File: src/core/dcc_pkg.sv
// Purpose: Shared constants and types for the discriminator channel control block.
// Assumes: One 25 MHz clock; dataway and channel inputs already synchronous to it.
// Notes:   Reset values of the setting registers are plain zeros.
package dcc_pkg;

  // Channel count and register widths.
  localparam int NUM_CHAN  = 16;
  localparam int SETTING_W = 12;
  localparam int MODE_W    = 2;
  localparam int TIMER_W   = 4;

  // Dataway function codes used by the block.
  localparam logic [4:0] FN_READ  = 5'h00;
  localparam logic [4:0] FN_WRITE = 5'h10;
  localparam logic [4:0] FN_TEST  = 5'h19;

  // Subaddresses of the setting registers.
  localparam logic [3:0] SA_MASK   = 4'h0;
  localparam logic [3:0] SA_THRESH = 4'h1;
  localparam logic [3:0] SA_WIDTH  = 4'h2;
  localparam logic [3:0] SA_MODE   = 4'h3;

  // Field positions inside the mode register (data bits 0 and 1).
  localparam int MODE_UPDATE_BIT = 0;
  localparam int MODE_BURST_BIT  = 1;

  // Reset values.
  localparam logic [NUM_CHAN-1:0]  MASK_RST    = 16'h0000;
  localparam logic [SETTING_W-1:0] SETTING_RST = 12'h000;
  localparam logic [MODE_W-1:0]    MODE_RST    = 2'h0;

  // Setting codes are unsigned and linear; this code is converter full scale.
  localparam logic [SETTING_W-1:0] CODE_FULL_SCALE = 12'hFFF;

  // Output width span and its conversion to clock cycles.
  localparam int CLK_PERIOD_NS = 40;
  localparam int WIDTH_MIN_NS  = 5;
  localparam int WIDTH_MAX_NS  = 100;
  localparam int WIDTH_MIN_CYC = (WIDTH_MIN_NS + CLK_PERIOD_NS - 1) / CLK_PERIOD_NS;
  localparam int WIDTH_MAX_CYC = (WIDTH_MAX_NS + CLK_PERIOD_NS - 1) / CLK_PERIOD_NS;

  // Dataway control lines that travel together.
  typedef struct packed {
    logic       n;
    logic [4:0] f;
    logic [3:0] a;
    logic       s1;
    logic       s2;
    logic       c;
    logic       z;
    logic       i;
  } dcc_dataway_t;

  // Complete state of the block.
  typedef struct packed {
    logic [NUM_CHAN-1:0]              prev_comp;
    logic [NUM_CHAN-1:0]              latch;
    logic [NUM_CHAN-1:0]              active;
    logic [NUM_CHAN-1:0][TIMER_W-1:0] timer;
    logic [NUM_CHAN-1:0]              mask;
    logic [SETTING_W-1:0]             thresh;
    logic [SETTING_W-1:0]             width;
    logic [MODE_W-1:0]                mode;
    logic [NUM_CHAN-1:0]              rd;
    logic [SETTING_W-1:0]             thr_out;
    logic [SETTING_W-1:0]             wid_out;
  } dcc_state_t;

endpackage

File: src/core/dcc_channel_control.sv
// Purpose: Trigger latches, width timers, masks and dataway registers of a 16-channel discriminator.
// Assumes: Comparator outputs idle high and fall when an input crosses threshold.
// Notes:   The analog ramp is replaced by a cycle counter loaded from the width code.
`timescale 1ns/1ps
`default_nettype none

module dcc_channel_control
(
  input  wire logic                              core_clk,
  input  wire logic                              rst,
  input  wire dcc_pkg::dcc_dataway_t             dataway,
  input  wire logic [dcc_pkg::NUM_CHAN-1:0]      write_data_bits,
  input  wire logic [dcc_pkg::NUM_CHAN-1:0]      comp_out,
  input  wire logic                              front_veto,
  input  wire logic [dcc_pkg::NUM_CHAN-1:0]      rear_inhibit,
  input  wire logic                              front_test,
  input  wire logic                              remote_mode,
  input  wire logic [dcc_pkg::SETTING_W-1:0]     manual_threshold,
  input  wire logic [dcc_pkg::SETTING_W-1:0]     manual_width,
  output logic      [dcc_pkg::NUM_CHAN-1:0]      read_data_bits,
  output logic                                   q,
  output logic                                   x,
  output logic      [dcc_pkg::NUM_CHAN-1:0]      channel_out,
  output logic      [dcc_pkg::SETTING_W-1:0]     threshold_control_level,
  output logic      [dcc_pkg::SETTING_W-1:0]     width_control_level
);

  dcc_pkg::dcc_state_t                st;
  dcc_pkg::dcc_state_t                next_st;
  logic                               wr_strobe;
  logic                               rd_cycle;
  logic                               a_ok;
  logic                               inh_common;
  logic                               test_req;
  logic [dcc_pkg::NUM_CHAN-1:0]       mask_eff;
  logic [dcc_pkg::NUM_CHAN-1:0]       fall;
  logic [dcc_pkg::NUM_CHAN-1:0]       d_in;
  logic [dcc_pkg::SETTING_W-1:0]      width_sel;
  logic [23:0]                        width_prod;
  logic [23:0]                        width_div;
  logic [dcc_pkg::TIMER_W-1:0]        width_cyc;

  // Dataway decode; q and x answer combinationally while the station is addressed.
  assign a_ok       = (dataway.a <= dcc_pkg::SA_MODE);
  assign wr_strobe  = dataway.n && (dataway.f == dcc_pkg::FN_WRITE) && dataway.s1;
  assign rd_cycle   = dataway.n && (dataway.f == dcc_pkg::FN_READ);
  assign q          = dataway.n && ((a_ok && (dataway.f == dcc_pkg::FN_READ || dataway.f == dcc_pkg::FN_WRITE))
                      || dataway.f == dcc_pkg::FN_TEST);
  assign x          = dataway.n && (dataway.f == dcc_pkg::FN_READ || dataway.f == dcc_pkg::FN_WRITE
                      || dataway.f == dcc_pkg::FN_TEST);

  // The common inhibit only acts in remote mode; test ignores it and the veto.
  assign inh_common = dataway.i && remote_mode;
  assign mask_eff   = rear_inhibit | st.mask;
  assign test_req   = front_test || (remote_mode && dataway.n && (dataway.f == dcc_pkg::FN_TEST) && dataway.s1);
  assign fall       = st.prev_comp & ~comp_out;

  // Width code to cycles: the map is inverted so a larger code gives a shorter pulse.
  assign width_sel  = remote_mode ? st.width : manual_width;
  assign width_prod = 24'(width_sel) * 24'(dcc_pkg::WIDTH_MAX_CYC - dcc_pkg::WIDTH_MIN_CYC);
  assign width_div  = width_prod / 24'(dcc_pkg::CODE_FULL_SCALE);
  assign width_cyc  = dcc_pkg::TIMER_W'(dcc_pkg::WIDTH_MAX_CYC) - width_div[dcc_pkg::TIMER_W-1:0];

  // Next state of channels and registers.
  always_comb
  begin
    next_st           = st;
    next_st.prev_comp = comp_out;
    for (int k = 0; k < dcc_pkg::NUM_CHAN; k++)
    begin
      // Latch data gate: veto, common inhibit and mask all force it false.
      d_in[k] = !front_veto && !inh_common && !mask_eff[k]
                && (st.mode[dcc_pkg::MODE_UPDATE_BIT] || !st.active[k]);
      // Test sets the latch directly; only the channel mask or the rear inhibit stops it.
      next_st.latch[k] = (fall[k] && d_in[k]) || (test_req && !mask_eff[k]);
      // A set latch starts a full width from its crossing and is gone next cycle.
      if (st.latch[k])
      begin
        next_st.timer[k] = width_cyc;
      end
      else if (st.mode[dcc_pkg::MODE_BURST_BIT] && !comp_out[k] && st.active[k])
      begin
        // Burst guard: the pulse lasts at least as long as the input stays over threshold.
        next_st.timer[k] = st.timer[k];
      end
      else if (st.timer[k] != '0)
      begin
        next_st.timer[k] = st.timer[k] - dcc_pkg::TIMER_W'(1);
      end
      next_st.active[k] = (next_st.timer[k] != '0);
    end
    // Register writes are stored whatever the mode, so remote picks them up later.
    if (wr_strobe)
    begin
      unique case (dataway.a)
        dcc_pkg::SA_MASK:   next_st.mask   = write_data_bits;
        dcc_pkg::SA_THRESH: next_st.thresh = write_data_bits[dcc_pkg::SETTING_W-1:0];
        dcc_pkg::SA_WIDTH:  next_st.width  = write_data_bits[dcc_pkg::SETTING_W-1:0];
        dcc_pkg::SA_MODE:   next_st.mode   = write_data_bits[dcc_pkg::MODE_W-1:0];
        default:            next_st.mode   = st.mode;
      endcase
    end
    // Clear and initialize are broadcast, so they ignore the station line.
    if ((dataway.c || dataway.z) && dataway.s2)
    begin
      next_st.mask = dcc_pkg::MASK_RST;
    end
    // Read data follows the addressed register while the read lasts.
    next_st.rd = '0;
    if (rd_cycle)
    begin
      unique case (dataway.a)
        dcc_pkg::SA_MASK:   next_st.rd = st.mask;
        dcc_pkg::SA_THRESH: next_st.rd = dcc_pkg::NUM_CHAN'(st.thresh);
        dcc_pkg::SA_WIDTH:  next_st.rd = dcc_pkg::NUM_CHAN'(st.width);
        dcc_pkg::SA_MODE:   next_st.rd = dcc_pkg::NUM_CHAN'(st.mode);
        default:            next_st.rd = '0;
      endcase
    end
    next_st.thr_out = remote_mode ? st.thresh : manual_threshold;
    next_st.wid_out = width_sel;
  end

  // State register with synchronous reset.
  always_ff @(posedge core_clk)
  begin
    if (rst)
    begin
      st           <= '0;
      st.prev_comp <= '1;
      st.mask      <= dcc_pkg::MASK_RST;
      st.thresh    <= dcc_pkg::SETTING_RST;
      st.width     <= dcc_pkg::SETTING_RST;
      st.mode      <= dcc_pkg::MODE_RST;
    end
    else
    begin
      st <= next_st;
    end
  end

  assign channel_out             = st.active;
  assign read_data_bits          = st.rd;
  assign threshold_control_level = st.thr_out;
  assign width_control_level     = st.wid_out;
endmodule

`default_nettype wire

File: config.mk
export PLATFORM = sky130hd
export DESIGN_NAME = dcc_channel_control
export DESIGN_NICKNAME = d
export VERILOG_FILES = /design/src/core/dcc_pkg.sv /design/src/core/dcc_channel_control.sv
export SDC_FILE = /design/constraint.sdc
export NUM_CORES = 1
export LEC_CHECK = 0
export ABC_AREA = 1
export BUFFER_PORTS_ARGS = -buffer_cell sky130_fd_sc_hd__buf_4
export CAP_MARGIN = 20
export CORE_MARGIN = 2
export CORE_UTILIZATION = 43
export CTS_CLUSTER_SIZE = 16
export DETAILED_ROUTE_END_ITERATION = 8
export GPL_ROUTABILITY_DRIVEN = 0
export GPL_TIMING_DRIVEN = 0
export PLACE_DENSITY_LB_ADDON = 0.1
export SLEW_MARGIN = 10
export SYNTH_ARGS = -nofsm -noshare
export SYNTH_HDL_FRONTEND = slang
export SYNTH_SLANG_ARGS = --single-unit
export TNS_END_PERCENT = 1
File: constraint.sdc
create_clock -name core_clk -period 2.6 [get_ports core_clk]
set_clock_uncertainty 0.15 [all_clocks]
set_input_delay 0.26 -clock core_clk [delete_from_list [all_inputs] [get_ports core_clk]]
set_output_delay 0.26 -clock core_clk [all_outputs]
set_load 0.01 [all_outputs]
==> flow_summary.json <==
{
  "die_h_microns": 152,
  "cp.buffers_inverters": 3,
  "post-cts-setup-buffer-count": 0,
  "die_area_sq_um": 23200,
  "reg2reg_to": "channel_out[7]",
  "grt_pass1_wl_mm": 43.7,
  "htree_levels": 4,
  "synthTopCellsByArea": "dfxtp_1 (41%), nand2_1 (11%), inv_1 (7.9%)",
  "period_share_pct": 96.7,
  "slowest_delay_ns": 0.42,
  "synth_cell_types": 35,
  "diodes": 0,
  "netlist.area_leader.share_pct": 41.0,
  "grt_max_degree": 19,
  "status": "finished clean",
  "grt_pass1_vias": 8487,
  "fin_util_pct": 56.2,
  "async_flop_share_pct": 0,
  "max_freq_mhz": 398,
  "r2r_cells": 13,
  "powerDensity_nw_per_um2": 919,
  "cts_buffers": 17,
  "cp_max_fo": 8,
  "io_buffer_count": 149,
  "vias": 9131,
  "fin_nets": 1676,
  "vias_per_cell": 4.91,
  "hold_violations": 0,
  "hp-class": "input port to register",
  "routed_wl_mm": 27.5,
  "cts_buffer_depth": 2,
  "synthFlopType": "dfxtp_1",
  "slew_headroom_pct": 44.6,
  "synth-edff-count": 0,
  "synth-seq-area-share_pct": 41.0,
  "avgSynthCellArea_sq_um": 7.10,
  "yosys_warnings": 0,
  "slew_viol_final": 0,
  "worstHoldEndpoint": "width_control_level[6]",
  "clock-sinks": 194,
  "grtUsageTotal_pct": 23.8,
  "vdd_drop_max_mv": 0.456,
  "multi_input_area_sq_um": 4180,
  "ant_nets": 0,
  "yosysTopAreaCell": "dfxtp_1",
  "synth_nets": 1445,
  "worst_pin_slew_ns": 0.831,
  "power_uw": 11200,
  "fin_crit_ns": 2.51,
  "root_buffer": "clkbuf_16",
  "dr.pass1.iters": 5,
  "cp-start-kind": "register",
  "fillers": 2124,
  "hold_depth": 5,
  "fp.dieW_microns": 152,
  "areaGrowthSynthToFinish_pct": 29.0,
  "drc": 0,
  "seq_area_sq_um": 3880,
  "netlist_area_sq_um": 9470,
  "tritoncts": "done",
  "cp.required_ns": 2.78,
  "cp-end-kind": "register",
  "min_from": "manual_width[6]",
  "ios": 150,
  "drt_iter0_drc": 666,
  "cap_violations": 0,
  "rr_startpoint": "st[42]",
  "p_leak_uw": 0.00601,
  "antenna_found_initial": 1,
  "crit_type": "register to register",
  "synth.ff_latch_count": 194,
  "cp_slowest_cell": "dfxtp_1",
  "fp-row-count": 54,
  "drive_above_1_share_pct": 20.4,
  "crit_arrival_ns": 2.70,
  "crit_family": "simple AND/OR/NAND/NOR gates",
  "rsz0062_at_grt": "yes",
  "dp_hpwl_mm": 20.3,
  "overflow": 0,
  "core_sq_um": 21800,
  "clk_pin_slew_ns": 0.07,
  "crit_path_frequent_cell": "nand2_1",
  "rrSetupSlack_ns": 0.09,
  "path_cells": "nand2_1 > nand2_1 > inv_1 > nor4_2 > nand3_1 > inv_1 > ha_1 > a21boi_2 > nand2_4 > clkbuf_16 > nand2_4 > nand2_2 > nand2_1",
  "netlist_instances": 1335,
  "wl_per_cell_microns": 14.8,
  "insertion_delay_ns": 0.45,
  "setup-violations-final": 0,
  "initial_core_util_pct": 43.5
}
## layout by cell type (no fill, tap or decap), types with 2 or more instances in the layout
cell type,n
buf_2,9
clkbuf_1,23
dfxtp_1,194
nor3_1,37
nor2_2,3
clkbuf_16,18
o21ai_1,17
ha_1,17
nand2_4,20
nor2_1,99
o211ai_1,2
a31oi_1,7
nand2_1,275
clkinv_4,2
inv_6,6
nand4_1,5
nand2_2,13
inv_1,199
buf_6,3
a21o_1,2
dlygate4sd3_1,62
inv_2,17
inv_8,2
nor4_2,2
buf_4,207
o21a_1,2
nand3_2,10
nand3_1,73
bufinv_16,2
a21oi_1,97
xor2_1,11
a211oi_1,16
o22ai_1,4
o21ai_0,110
## synth_stat cells (4+ instances only)
cell,count
buf_4,58
nand4_1,5
a31oi_1,7
a21oi_1,97
o21ai_1,16
buf_2,8
a211oi_1,16
nor2_1,99
nand2_1,275
nand3_1,73
o22ai_1,4
clkbuf_1,24
nor3_1,37
dfxtp_1,194
o21ai_0,111
nand2_2,13
inv_1,200
nand2_4,20
xor2_1,11
ha_1,18
nand3_2,10
inv_2,16
## routing by layer
layer	share of wire, %	track usage (%)	up-vias
met5	0	0	-
met4	2.1	7.01	0
met3	5.9	4.24	44
met2	45	37.5	266
met1	47	33.6	4156
li1	-	-	4665
## per-stage QoR
stage	instance area, sq um	TNS (ns)	hold slack (ns)	std cells	worst slack [ns]
2_1_floorplan	9470	0	0.219	1335	0.400
3_3_place_gp	10900	-9.00	0.313	1764	-0.383
3_5_place_dp	10900	-9.70	0.317	1764	-0.347
4_1_cts	12200	0	0.0104	1858	0.00516
5_1_grt	12200	-0.0488	0.0438	1859	-0.0247
6_report	12200	0	0.0136	1859	0.0855
## registers in the layout, indices dropped and copies added (netlist names)
signal,count
st,138
channel_out,16
read_data_bits,16
threshold_control_level,12
width_control_level,12
## how the worst max path moves through the flow
stage / from / end / depth (start not counted) / slack (ns)
CTS: st[42] / channel_out[9] / 13 / 0.005
global route: st[42] / channel_out[6] / 11 / -0.02
global placement: remote_mode / channel_out[13] / 14 / -0.38
detailed placement: remote_mode / channel_out[13] / 14 / -0.35
finish: st[42] / channel_out[7] / 13 / 0.09
floorplan: remote_mode / channel_out[13] / 14 / 0.40
## where the power goes
| part | total (uW) | leakage, uW | switching, uW | internal, uW |
|---|---|---|---|---|
| clock | 2750 | 0.000297 | 1270 | 1480 |
| combinational | 4360 | 0.00411 | 2470 | 1890 |
| sequential | 4120 | 0.00160 | 496 | 3620 |
| total | 11200 | 0.00601 | 4240 | 6990 |
## what timing repair did
action                                 4_1_cts  5_1_grt
setup endpoints to repair                   25       21
cloned                                       0        1
endpoints found under the hold margin       81        0
resized for setup                            3        6
pin swaps                                    0        2
hold buffers                                62        0
## cell families after synthesis
group | after synthesis | share of synthesized area, %
buffers and inverters | 312 | 15.2
DFF | 194 | 41.0
adders and majority gates | 18 | 2.38
xor gates and xnor gates | 11 | 1.02
and+or+nand+nor | 540 | 25.9
AOI/OAI and AO/OA | 260 | 14.6
## worst min-delay path: cells and delay by family
family                 cells  cell delay (ns)
and+or+nand+nor            3             0.18
buffers and inverters      2             0.13
## layout make-up
| type | count | share of cell area [%] |
|---|---|---|
| Buffer | 95 | 5.11 |
| Clock buffer | 18 | 3.59 |
| Clock inverter | 14 | 1.35 |
| Inverter | 217 | 6.66 |
| Multi-Input combinational cell | 829 | 34.2 |
| Sequential cell | 194 | 31.8 |
| Tap cell | 280 | 2.87 |
| Timing Repair Buffer | 212 | 14.4 |
(Power assumes the default switching activity.)
